File: config.mk
export PLATFORM = sky130hd
export DESIGN_NAME = radon_readout
export DESIGN_NICKNAME = d
export VERILOG_FILES = /design/src/logic/radon_readout.v
export VERILOG_INCLUDE_DIRS = /design/src /design/src/logic
export SDC_FILE = /design/constraint.sdc
export NUM_CORES = 2
export LEC_CHECK = 0
export BUFFER_PORTS_ARGS = -buffer_cell sky130_fd_sc_hd__buf_4
export CAP_MARGIN = 30
export CORE_UTILIZATION = 59
export CTS_BUF_LIST = sky130_fd_sc_hd__clkbuf_4
export DETAILED_ROUTE_END_ITERATION = 8
export GPL_ROUTABILITY_DRIVEN = 0
export PLACE_DENSITY_LB_ADDON = 0.08
export SLEW_MARGIN = 5
export SYNTH_ARGS = -nofsm -noshare
export SYNTH_HDL_FRONTEND = slang
export SYNTH_SLANG_ARGS = --single-unit
File: constraint.sdc
create_clock -name clk_i -period 142.9 [get_ports clk_i]
set_input_delay 28.58 -clock clk_i [delete_from_list [all_inputs] [get_ports clk_i]]
set_output_delay 28.58 -clock clk_i [all_outputs]
set_load 0.005 [all_outputs]
File: src/logic/radon_regs.vh
// radon sensor register map, field codes and timing figures
// assumes a 10 MHz system clock; included by the readout module
`ifndef RADON_REGS_VH
`define RADON_REGS_VH

`define TARGET_ADDR     7'h6B
`define A_10M_PCIL_FRAC 8'h0D
`define A_10M_PCIL_LO   8'h0E
`define A_10M_PCIL_HI   8'h0F
`define A_10M_BQM3_FRAC 8'h10
`define A_10M_BQM3_LO   8'h11
`define A_10M_BQM3_HI   8'h12
`define A_1H_PCIL_FRAC  8'h13
`define A_1H_PCIL_LO    8'h14
`define A_1H_PCIL_HI    8'h15
`define A_1H_BQM3_FRAC  8'h16
`define A_1H_BQM3_LO    8'h17
`define A_1H_BQM3_HI    8'h18
`define A_BOOT_PCT      8'h19
`define A_STATUS        8'h1A
`define A_SERIAL0       8'h1B
`define A_SERIAL1       8'h1C
`define A_SERIAL2       8'h1D
`define A_SERIAL3       8'h1E

`define SENS_NORMAL     2'h0
`define SENS_ABNORMAL   2'h1
`define SENS_BOOT       2'h2
`define LINK_OK         2'h0
`define LINK_ERR        2'h2
`define VIB_NONE        2'h0
`define VIB_SEEN        2'h1
`define ERR_NONE        2'h0
`define ERR_LINK        2'h1

`define CLK_HZ          10000000
`define BOOT_TIME_S     360
`define BOOT_DONE_PCT   8'h64
`define PERIOD_S        10'd600
`define AVG_SLOTS       3'd6
`define ERR_RESET_S     3'd3

`endif

File: src/logic/radon_readout.v
// radon result and status register file behind an i2c target port
// assumes scl, sda, vibration and fault arrive unsynchronised; the
// 10-minute results come from the converter on clk_i in hundredths
`timescale 1ns/1ns
`include "radon_regs.vh"

module radon_readout #(
	parameter [31:0] SERIAL_NUMBER    = 32'h5A3C_1E07, // arbitrary value
	parameter        SEC_CYCLES       = `CLK_HZ,
	parameter        BOOT_STEP_CYCLES = (`CLK_HZ / 100) * `BOOT_TIME_S
) (
	input  wire        clk_i,
	input  wire        rst_b_i,
	input  wire        scl_i,
	input  wire        sda_i,
	output wire        sda_o,
	output wire        sda_oe_o,
	input  wire        vibration_i,
	input  wire        sensor_fault_i,
	input  wire [22:0] result_pcil_i,
	input  wire [22:0] result_bqm3_i,
	output wire        count_enable_o,
	output wire        second_tick_o,
	output wire        period_end_o,
	output wire        self_reset_o
);

	// ************************************************
	// one-hot link states
	// ************************************************
	localparam [6:0] S_IDLE = 7'h01;
	localparam [6:0] S_ADDR = 7'h02;
	localparam [6:0] S_ACKA = 7'h04;
	localparam [6:0] S_WR   = 7'h08;
	localparam [6:0] S_ACKW = 7'h10;
	localparam [6:0] S_RD   = 7'h20;
	localparam [6:0] S_ACKR = 7'h40;

	// ************************************************
	// helpers
	// ************************************************
	// hundredths to {integer, fraction} binary bytes
	function [23:0] enc;
		input [22:0] v;
		reg   [22:0] q;
		reg   [22:0] f;
		begin
			q   = v / 23'd100;
			f   = v % 23'd100;
			enc = {q[15:0], f[7:0]};
		end
	endfunction

	function [22:0] div_n;
		input [25:0] s;
		input [2:0]  n;
		reg   [25:0] d;
		begin
			case (n)
				3'd1: d = s;
				3'd2: d = s / 26'd2;
				3'd3: d = s / 26'd3;
				3'd4: d = s / 26'd4;
				3'd5: d = s / 26'd5;
				3'd6: d = s / 26'd6;
				default: d = 26'h0000000;
			endcase
			div_n = d[22:0];
		end
	endfunction

	// ************************************************
	// input synchronisers
	// ************************************************
	wire [3:0] async_in = {sensor_fault_i, vibration_i, sda_i, scl_i};
	reg  [3:0] sync1;
	reg  [3:0] sync2;
	genvar g;
	generate
		for (g = 0; g < 4; g = g + 1) begin : g_sync
			always @(posedge clk_i or negedge rst_b_i) begin
				if (!rst_b_i) begin
					sync1[g] <= 1'b1;
					sync2[g] <= 1'b1;
				end else begin
					sync1[g] <= async_in[g];
					sync2[g] <= sync1[g];
				end
			end
		end
	endgenerate

	wire scl   = sync2[0];
	wire sda   = sync2[1];
	wire vib   = sync2[2];
	wire fault = sync2[3];
	reg  scl_d;
	reg  sda_d;
	wire scl_rise = scl & ~scl_d;
	wire scl_fall = ~scl & scl_d;
	wire bus_start = scl & scl_d & sda_d & ~sda;
	wire bus_stop  = scl & scl_d & ~sda_d & sda;

	// ************************************************
	// boot, seconds and measurement timing
	// ************************************************
	reg        soft_rst;
	reg [25:0] sec_cnt;
	reg [25:0] boot_cnt;
	reg [7:0]  boot_pct;
	reg [9:0]  meas_sec;
	reg        sec_tick;
	reg        period_end;
	wire booted = (boot_pct == `BOOT_DONE_PCT);
	wire run    = booted & ~vib;

	always @(posedge clk_i or negedge rst_b_i) begin
		if (!rst_b_i) begin
			sec_cnt    <= 26'h0000000;
			boot_cnt   <= 26'h0000000;
			boot_pct   <= 8'h00;
			meas_sec   <= 10'h000;
			sec_tick   <= 1'b0;
			period_end <= 1'b0;
		end else if (soft_rst) begin
			sec_cnt    <= 26'h0000000;
			boot_cnt   <= 26'h0000000;
			boot_pct   <= 8'h00;
			meas_sec   <= 10'h000;
			sec_tick   <= 1'b0;
			period_end <= 1'b0;
		end else begin
			sec_tick   <= 1'b0;
			period_end <= 1'b0;
			if (sec_cnt == SEC_CYCLES - 1) begin
				sec_cnt  <= 26'h0000000;
				sec_tick <= 1'b1;
			end else begin
				sec_cnt <= sec_cnt + 26'h0000001;
			end
			if (!booted) begin
				if (boot_cnt == BOOT_STEP_CYCLES - 1) begin
					boot_cnt <= 26'h0000000;
					boot_pct <= boot_pct + 8'h01;
				end else begin
					boot_cnt <= boot_cnt + 26'h0000001;
				end
			end
			if (sec_tick && run) begin
				if (meas_sec == `PERIOD_S - 10'd1) begin
					meas_sec   <= 10'h000;
					period_end <= 1'b1;
				end else begin
					meas_sec <= meas_sec + 10'h001;
				end
			end
		end
	end

	// ************************************************
	// 10-minute results and moving average
	// ************************************************
	reg [22:0] hist_p [0:5];
	reg [22:0] hist_b [0:5];
	reg [2:0]  slot;
	reg [2:0]  filled;
	reg        avg_upd;
	reg [23:0] res_p;
	reg [23:0] res_b;
	reg [23:0] avg_p;
	reg [23:0] avg_b;
	reg [25:0] sum_p;
	reg [25:0] sum_b;
	integer k;

	always @* begin
		sum_p = 26'h0000000;
		sum_b = 26'h0000000;
		for (k = 0; k < 6; k = k + 1) begin
			sum_p = sum_p + {3'b000, hist_p[k]};
			sum_b = sum_b + {3'b000, hist_b[k]};
		end
	end

	always @(posedge clk_i or negedge rst_b_i) begin
		if (!rst_b_i) begin
			slot    <= 3'd0;
			filled  <= 3'd0;
			avg_upd <= 1'b0;
			res_p   <= 24'h000000;
			res_b   <= 24'h000000;
			avg_p   <= 24'h000000;
			avg_b   <= 24'h000000;
			for (k = 0; k < 6; k = k + 1) begin
				hist_p[k] <= 23'h000000;
				hist_b[k] <= 23'h000000;
			end
		end else if (soft_rst) begin
			slot    <= 3'd0;
			filled  <= 3'd0;
			avg_upd <= 1'b0;
			res_p   <= 24'h000000;
			res_b   <= 24'h000000;
			avg_p   <= 24'h000000;
			avg_b   <= 24'h000000;
			for (k = 0; k < 6; k = k + 1) begin
				hist_p[k] <= 23'h000000;
				hist_b[k] <= 23'h000000;
			end
		end else begin
			avg_upd <= period_end;
			if (period_end) begin
				res_p        <= enc(result_pcil_i);
				res_b        <= enc(result_bqm3_i);
				hist_p[slot] <= result_pcil_i;
				hist_b[slot] <= result_bqm3_i;
				slot <= (slot == `AVG_SLOTS - 3'd1) ? 3'd0 : slot + 3'd1;
				if (filled != `AVG_SLOTS)
					filled <= filled + 3'd1;
			end
			if (avg_upd) begin
				avg_p <= enc(div_n(sum_p, filled));
				avg_b <= enc(div_n(sum_b, filled));
			end
		end
	end

	// ************************************************
	// status byte and link health
	// ************************************************
	reg        link_err;
	reg        link_ok;
	reg        stat_read;
	reg        rd_seen;
	reg [2:0]  err_sec;
	wire [1:0] sens_fld = !booted ? `SENS_BOOT :
	                      fault ? `SENS_ABNORMAL : `SENS_NORMAL;
	wire [1:0] link_fld = link_err ? `LINK_ERR : `LINK_OK;
	wire [1:0] vib_fld  = vib ? `VIB_SEEN : `VIB_NONE;
	// a link error keeps the error code up until rst_b_i goes low; the self reset leaves it set
	wire [1:0] err_fld  = (link_ok && !link_err) ? `ERR_NONE : `ERR_LINK;
	wire [7:0] status   = {sens_fld, link_fld, vib_fld, err_fld};

	// consecutive seconds in which a read saw the error code
	always @(posedge clk_i or negedge rst_b_i) begin
		if (!rst_b_i) begin
			rd_seen  <= 1'b0;
			err_sec  <= 3'd0;
			soft_rst <= 1'b0;
		end else begin
			soft_rst <= 1'b0;
			if (soft_rst) begin
				rd_seen <= 1'b0;
				err_sec <= 3'd0;
			end else begin
				if (stat_read && err_fld == `ERR_LINK)
					rd_seen <= 1'b1;
				if (err_fld != `ERR_LINK) begin
					err_sec <= 3'd0;
				end else if (sec_tick) begin
					rd_seen <= stat_read;
					err_sec <= rd_seen ? err_sec + 3'd1 : 3'd0;
				end
				if (err_sec > `ERR_RESET_S)
					soft_rst <= 1'b1;
			end
		end
	end

	// ************************************************
	// register read mux
	// ************************************************
	function [7:0] reg_read;
		input [7:0] a;
		begin
			case (a)
				`A_10M_PCIL_FRAC: reg_read = res_p[7:0];
				`A_10M_PCIL_LO:   reg_read = res_p[15:8];
				`A_10M_PCIL_HI:   reg_read = res_p[23:16];
				`A_10M_BQM3_FRAC: reg_read = res_b[7:0];
				`A_10M_BQM3_LO:   reg_read = res_b[15:8];
				`A_10M_BQM3_HI:   reg_read = res_b[23:16];
				`A_1H_PCIL_FRAC:  reg_read = avg_p[7:0];
				`A_1H_PCIL_LO:    reg_read = avg_p[15:8];
				`A_1H_PCIL_HI:    reg_read = avg_p[23:16];
				`A_1H_BQM3_FRAC:  reg_read = avg_b[7:0];
				`A_1H_BQM3_LO:    reg_read = avg_b[15:8];
				`A_1H_BQM3_HI:    reg_read = avg_b[23:16];
				`A_BOOT_PCT:      reg_read = boot_pct;
				`A_STATUS:        reg_read = status;
				`A_SERIAL0:       reg_read = SERIAL_NUMBER[7:0];
				`A_SERIAL1:       reg_read = SERIAL_NUMBER[15:8];
				`A_SERIAL2:       reg_read = SERIAL_NUMBER[23:16];
				`A_SERIAL3:       reg_read = SERIAL_NUMBER[31:24];
				default:          reg_read = 8'h00;
			endcase
		end
	endfunction

	// ************************************************
	// i2c target
	// ************************************************
	reg [6:0] state;
	reg [7:0] shreg;
	reg [3:0] bitcnt;
	reg [7:0] ptr;
	reg       rw;
	reg       first;
	reg       sda_oe;
	wire [7:0] rd_byte = reg_read(ptr);
	// the rise before a repeated start or stop counts one bit
	wire mid_byte = (bitcnt > 4'd1) && (bitcnt != 4'd8) &&
	                ((state == S_ADDR) || (state == S_WR) ||
	                 (state == S_RD));

	always @(posedge clk_i or negedge rst_b_i) begin
		if (!rst_b_i) begin
			scl_d     <= 1'b1;
			sda_d     <= 1'b1;
			state     <= S_IDLE;
			shreg     <= 8'h00;
			bitcnt    <= 4'd0;
			ptr       <= 8'h00;
			rw        <= 1'b0;
			first     <= 1'b0;
			sda_oe    <= 1'b0;
			link_err  <= 1'b0;
			link_ok   <= 1'b0;
			stat_read <= 1'b0;
		end else begin
			scl_d     <= scl;
			sda_d     <= sda;
			stat_read <= 1'b0;
			if ((bus_start || bus_stop) && mid_byte)
				link_err <= 1'b1;
			if (bus_start) begin
				state  <= S_ADDR;
				bitcnt <= 4'd0;
				sda_oe <= 1'b0;
			end else if (bus_stop) begin
				state  <= S_IDLE;
				sda_oe <= 1'b0;
			end else begin
				case (state)
				S_IDLE: begin
					sda_oe <= 1'b0;
				end
				S_ADDR, S_WR: begin
					if (scl_rise) begin
						shreg  <= {shreg[6:0], sda};
						bitcnt <= bitcnt + 4'd1;
					end else if (scl_fall && bitcnt == 4'd8) begin
						if (state == S_WR) begin
							if (first)
								ptr <= shreg;
							first  <= 1'b0;
							sda_oe <= 1'b1;
							state  <= S_ACKW;
						end else if (shreg[7:1] == `TARGET_ADDR) begin
							rw     <= shreg[0];
							sda_oe <= 1'b1;
							state  <= S_ACKA;
							if (!link_err)
								link_ok <= 1'b1;
						end else begin
							state <= S_IDLE;
						end
					end
				end
				S_ACKA, S_ACKW, S_ACKR: begin
					if (scl_rise && state == S_ACKR && sda)
						state <= S_IDLE;
					else if (scl_fall) begin
						bitcnt <= 4'd0;
						if (state == S_ACKW || !rw) begin
							sda_oe <= 1'b0;
							if (state == S_ACKA)
								first <= 1'b1;
							state <= S_WR;
						end else begin
							shreg     <= rd_byte;
							sda_oe    <= ~rd_byte[7];
							stat_read <= (ptr == `A_STATUS);
							ptr       <= ptr + 8'h01;
							state     <= S_RD;
						end
					end
				end
				S_RD: begin
					if (scl_rise) begin
						bitcnt <= bitcnt + 4'd1;
					end else if (scl_fall) begin
						if (bitcnt == 4'd8) begin
							sda_oe <= 1'b0;
							state  <= S_ACKR;
						end else begin
							sda_oe <= ~shreg[6];
							shreg  <= {shreg[6:0], 1'b0};
						end
					end
				end
				default: begin
					state <= S_IDLE;
				end
				endcase
			end
		end
	end

	assign sda_o          = 1'b0;
	assign sda_oe_o       = sda_oe;
	assign count_enable_o = run;
	assign second_tick_o  = sec_tick & run;
	assign period_end_o   = period_end;
	assign self_reset_o   = soft_rst;

endmodule // radon_readout

* Word-level counts from Yosys, hierarchy flattened
Cells that the tools add are included.
Word-level totals: bits in registers 499, input port bits 52, output and inout port bits 6, word-level logic and storage cells 339
Operators by class: $add $sub $neg 19, div/mod/pow operators 14, magnitude comparators 4, eq/ne operators 70, muxes and demuxes 123, bitwise gates (word level) 22, reductions and logical operators 39
Operators with widths (number):
- $mux 138 | 4
- $bwmux 138 | 2
- $pmux 23 s6 | 2
- $mux 24 | 8
- $pmux 8 s18 | 1
- $mux 8 | 17
- $mux 26 | 5
- $eq 8x5->1 const B | 15
- $mux 23 | 5
- $add 26x23->26 | 4
- $div 26x3->26 const B | 4
- $div 23x7->23 const B | 4
- $mod 23x7->23 const B | 4
- $demux 23 s3 | 1
- $mux 7 | 9
- $add 25x23->26 | 2
- $add 26x1->26 const B | 2
- $div 26x2->26 const B | 2
- $add 24x23->25 | 2
- $add 23x23->24 | 2
- $mux 1 | 40
- $mux 3 | 11
- $mux 10 | 3
- $ne 2x2->1 const B | 15
- other kinds (57) | 127

* Longest topological paths before layout
depth after elaboration 12, depth in mapped cells 298

* Worst setup path after synthesis
No wires, ideal clock.
kind register to register, start reg hist_p[17] (netlist name), end reg avg_p[4], setup time 0.094 ns, data arrival time 55.056 ns, path slack 87.750 ns, cell stages (with the launch flop) 274, buffers on the path 26, cell sequence dfrtp_1 inv_1 fa_1 inv_1 fa_1 inv_1 fa_1 inv_1 ha_1 clkbuf_1 a21oi_1 o21ai_0 o41ai_2 xnor2_1 ha_1 o21a_1 o21a_1 nor2_1 [... 238 more ...] o21ai_0 a41o_1 a21o_2 a31oi_4 xnor2_1 o21ai_1 a21bo_2 a21oi_2 o22ai_2 a21oi_4 xnor2_2 a311o_1 nand3_1 a21o_1 a211oi_2 maj3_1 xnor2_1 a211oi_1
Between the ends: longest elaborated chain between the ends 8
Ends and longest elaborated chain:
- start: declaration | RTL line radon_readout.v:163 | reg [22:0] hist_p [0:5];
- start signal: indexed assignment | RTL line radon_readout.v:215 | hist_p[slot] <= result_pcil_i;
- $add 26x23->26 * | RTL line radon_readout.v:180 | sum_p = sum_p + {3'b000, hist_p[k]};
- $div 26x3->26, or another cell as far along | RTL line radon_readout.v:65 | 3'd6: d = s / 26'd6;
- $pmux 23 s6 * | RTL line radon_readout.v:59 | case (n)
- $mux 23 * | RTL line radon_readout.v:221 | if (avg_upd) begin
- $mux 23 * | RTL line radon_readout.v:198 | end else if (soft_rst) begin
- $mod 23x7->23 * | RTL line radon_readout.v:49 | f = v % 23'd100;
- $mux 24 * | RTL line radon_readout.v:221
- $mux 24 * | RTL line radon_readout.v:198
- end signal: assignment | RTL line radon_readout.v:222 | avg_p <= enc(div_n(sum_p, filled));
- end: declaration | RTL line radon_readout.v:170 | reg [23:0] avg_p;
Mark *: on every way between the ends. The rest lies on a longest branch, timed or not. The select of a mux whose other input is x is not followed. A chain may end at the register's enable or synchronous reset.

* Worst setup path in the final report
start reg hist_p[4] (netlist name), end reg avg_p[5]
The elaborated chain is that of the path after synthesis.

==> metrics list <==
- In this run the worst hold path is classified as register to register.
- Final net count: 8458
- Buffers inserted during clock tree synthesis total 140.
* Unrepaired setup endpoints after global routing: no
* Hold slack final: ~0.36 ns
- Total routed wirelength: 190000 um
- The number of gates resized after CTS was 0.
- Detailed routing inserted a total of 60600 vias.
* Via/cell ratio: 6.40
* Global-route wire length before repair: 302000 um
- Global routing used 36.3% of the available tracks.
* CP arrival: 66.64 ns
- On the critical path the largest part of the delay comes from compound AO/OA/AOI/OAI gates.
- Final critical path time including I/O delays and setup: 65.68 ns
- Data required, critical path: 143.87 ns
- Fill cells in the final layout number 9035.
* Mean cell area of the mapped netlist: 7.46 um^2
- Actual transition at the worst max-transition pin: ~1.2 ns
- Yosys warning total: 0
- In the routed design, unresolved DRC markers number 0.
- Setup violations remaining at the end of the flow were counted as 0.
- Number of endpoints with negative hold slack in the final report: 0
* Count of distinct cell types in the synthesized netlist: 156
- Detailed placement finished with a half-perimeter wire length of 143000 um.
- Max stage delay on crit path: 0.84 ns
- Together, buffers and inverters on the worst path number 9.
- Width of the chip: around 320 um
- CP max-delay cell: sky130_fd_sc_hd__nor3_1
- Maximum number of pins on one net before global-route repair: ~200
* Die Outline Area: 103000 um^2
* Final core utilization: 63.2%
- For the final routed database, the setup TNS stands at 0 ns.
- Once the floorplan was initialized, standard cells occupied 59.6% of the core.
* Global-route met1 utilization: 51.4%
- Hold repair after CTS inserted 0 buffers.
- Once placement completed, the tool counted placed cells totaling 9213.
- For this run, the leading register cell type out of synthesis is sky130_fd_sc_hd__dfrtp_1.
* Number of slew-limit violations in the final report: 0
- Area share of the largest cell type after synthesis: 20.4%
- Largest area contributor in the netlist: sky130_fd_sc_hd__dfrtp_1
- Core area: around 100000 um^2
- Proportion of synthesized chip area in sequential cells: 20.9%
- Setup CP Type: register to register
- Layer with the highest usage after global routing: met2
* Share of the synthesized area in compound gates (AO/OA/AOI/OAI): between 20% and 30%
- Combinational family with the most area after synthesis: simple AND/OR/NAND/NOR gates
* Congestion Overflow GR: 0
* Adder-cell share of the synthesized area: between 10% and 20%
* Parity-gate share of the synthesized area counting xor and xnor cells: 6.57%
- Timing would allow up to 0.0152 GHz.
* Post-synthesis simple-gate area fraction: a little over a quarter
- In this run, the number of DRC markers left after iteration 0 of detailed routing was 6262.
- Relative area change from synthesis to final layout: 5.92%
- The clock reaches the later pin of the worst-skew pair after 1.07 ns.
- #FFs+latches synth: 499
- Along the worst path, the maximum fanout reaches 17.
- Summing every instance area after synthesis gives 59800 um^2.
* Std-Cell Rows: 116
- Top cells by area in the synthesized netlist: sky130_fd_sc_hd__dfrtp_1 (20%), sky130_fd_sc_hd__nand2_1 (7.1%), sky130_fd_sc_hd__fa_1 (6.2%), sky130_fd_sc_hd__a21oi_1 (5.9%), sky130_fd_sc_hd__nor2_1 (4.9%)
- Max_slew headroom: 20.7%
- Vias in the first global route: 55900
* Cell seen most often among critical-path stages: sky130_fd_sc_hd__o21a_1
- Clock skew: around 0.082 ns
* Number of buffers added on ports: 56
- Max-cap violations: 0
- After synthesis, the share of cell area in mux cells is 2.97%.
* Met3 global-route usage: 8.31%
* CTS root buffer: sky130_fd_sc_hd__clkbuf_4
- Dividing the detail-routed wire length by the instance count gives around 20 um.
- For this run, the detailed router's first-pass iteration total came to 8.
- Detail Route Antenna Nets: 0
- Die Span Y: 320 um
* Synth Instances: about 8000
* Maximum clock path buffer count: 3
- In the finished design, the share of the clock period the worst path needs comes to 46.0%.
* # IOs: 58
- Post-synthesis net count: 8473
- Clock-pin slew was measured on the worst setup and hold paths at roughly 0.07 ns.
- The tree built by TritonCTS fans out to 499 sinks.
* Htree depth: 4
* Number of enable-type register cells in the synthesized netlist: 0
* Kind of start point of the critical path: register
- The flow ran to the end, and the final reports show no timing, DRC or antenna violations.
- Share of synthesized flip-flops with an asynchronous set or reset: between 90% and 100%
- Final instance count without filler cells: 9470
- In the final layout, the share of cells above drive strength 1 is under 10%.
- The number of antenna violations at the first check in global routing came to 8.
- For this run, global-route usage on met2 was measured as 54.2%.
- CTS tree: done
- After clock tree synthesis, the setup repair step added 0 buffers.
* Kind of end point of the critical path: register
==> logic make-up (layout without fill, tap and decap cells) <==
| logic type | Yosys count | after routing |
|---|---|---|
| multiplexers | 167 | 167 |
| AND/OR/NAND/NOR | 3286 | 3286 |
| AO/OA/AOI/OAI | 2290 | 2290 |
| adder cells (fa/ha/maj) | 447 | 447 |
| other | 1 | 5 |
| flip-flops | 499 | 499 |
| buffers and inverters | 890 | 977 |
| XOR/XNOR | 442 | 442 |
==> stage by stage <==
step,area (um^2),setup slack [ns]
final,63400,77.22
after global routing,63400,71.59
after CTS,63300,78.38
after detailed placement,61400,78.61
after global placement,61400,81.09
after floorplan,59800,87.75
==> cells in the final DEF (no fill, tap or decap), types with 51 or more instances in the layout <==
cell type	netlist	routed
sky130_fd_sc_hd__o22ai_1	56	56
sky130_fd_sc_hd__o211ai_1	63	63
sky130_fd_sc_hd__xnor2_1	277	277
sky130_fd_sc_hd__o21a_1	114	114
sky130_fd_sc_hd__a21oi_1	700	700
sky130_fd_sc_hd__o21ai_0	354	353
sky130_fd_sc_hd__buf_4	12	131
sky130_fd_sc_hd__a21o_1	84	84
sky130_fd_sc_hd__ha_1	215	215
sky130_fd_sc_hd__nor3_1	228	226
sky130_fd_sc_hd__a211oi_1	127	126
sky130_fd_sc_hd__nand3_1	216	214
sky130_fd_sc_hd__nor2_1	776	773
sky130_fd_sc_hd__clkbuf_4	0	198
sky130_fd_sc_hd__and2_1	86	86
sky130_fd_sc_hd__mux2i_1	111	111
sky130_fd_sc_hd__nor2b_1	94	92
sky130_fd_sc_hd__nor4_1	53	51
sky130_fd_sc_hd__o31ai_1	53	53
sky130_fd_sc_hd__inv_1	589	588
sky130_fd_sc_hd__xor2_1	159	159
sky130_fd_sc_hd__and3_1	105	104
sky130_fd_sc_hd__nand4_1	83	83
sky130_fd_sc_hd__dfrtp_1	488	485
sky130_fd_sc_hd__nand2_1	1132	1131
sky130_fd_sc_hd__or2_2	74	74
sky130_fd_sc_hd__or3_1	81	80
sky130_fd_sc_hd__a31oi_1	90	90
sky130_fd_sc_hd__nand2b_1	125	124
sky130_fd_sc_hd__fa_1	184	184
==> worst register-to-register path: cells and delay by family (launching register included) <==
kind | cells | cell delay [ns]
DFF | 1 | 0.34
muxes | 7 | 2.46
adders and majority gates | 30 | 9.67
buffers and inverters | 9 | 0.79
AOI/OAI and AO/OA | 117 | 26.95
and+or+nand+nor | 85 | 24.50
xor gates and xnor gates | 3 | 0.89
==> registers in the layout, summed over array words and instances (netlist names), 24 cells and up <==
| signal | flops |
|---|---|
| avg_p | 24 |
| avg_b | 24 |
| hist_p | 138 |
| sec_cnt | 26 |
| boot_cnt | 26 |
| res_b | 24 |
| res_p | 24 |
| hist_b | 138 |
==> cell usage after synthesis (111+ instances only) <==
cell and number:
sky130_fd_sc_hd__nand2_1 1132, sky130_fd_sc_hd__nor2_1 776, sky130_fd_sc_hd__a21oi_1 700, sky130_fd_sc_hd__inv_1 589, sky130_fd_sc_hd__dfrtp_1 488, sky130_fd_sc_hd__o21ai_0 354
sky130_fd_sc_hd__xnor2_1 277, sky130_fd_sc_hd__clkbuf_1 241, sky130_fd_sc_hd__nor3_1 228, sky130_fd_sc_hd__nand3_1 216, sky130_fd_sc_hd__ha_1 215, sky130_fd_sc_hd__fa_1 184
sky130_fd_sc_hd__xor2_1 159, sky130_fd_sc_hd__a211oi_1 127, sky130_fd_sc_hd__nand2b_1 125, sky130_fd_sc_hd__o21a_1 114, sky130_fd_sc_hd__mux2i_1 111
==> worst paths after layout <==
kind	slack (ns)	end	depth (start not counted)	startpoint
worst max-delay path	77.22	avg_p[5]	251	hist_p[4]
worst min-delay path	0.36	sda	0	sync1[1]
worst max register to register	77.22	avg_p[5]	251	hist_p[4]
worst min register to register	0.36	sda	0	sync1[1]
max in group asynchronous	112.32	period_end_o	4	rst_b_i
min in group asynchronous	27.63	hist_p[110]	1	rst_b_i
==> cell type report <==
class                   instances  area, um^2  area share (%)
diodes                          4        10.0          0.0158
clock buffers                 197        1480            2.33
clock inverters                47         363           0.573
inverters                     591        2220            3.50
multi-input cells            6633       44000            69.4
flip-flops and latches        499       12500            19.7
well taps                    1357        1700            2.68
repair buffers                142        1110            1.75
==> metal layers <==
metal / vias to the layer above / share of wire, %
li1: 28700 / -
met1: 28700 / 44
met2: 2695 / 43
met3: 425 / 10
met4: 6 / 3.2
met5: - / 0.021
Power is left out: the tool's default activity adds up to more than one toggle a clock period on the data nets, which glitch-free logic cannot reach.
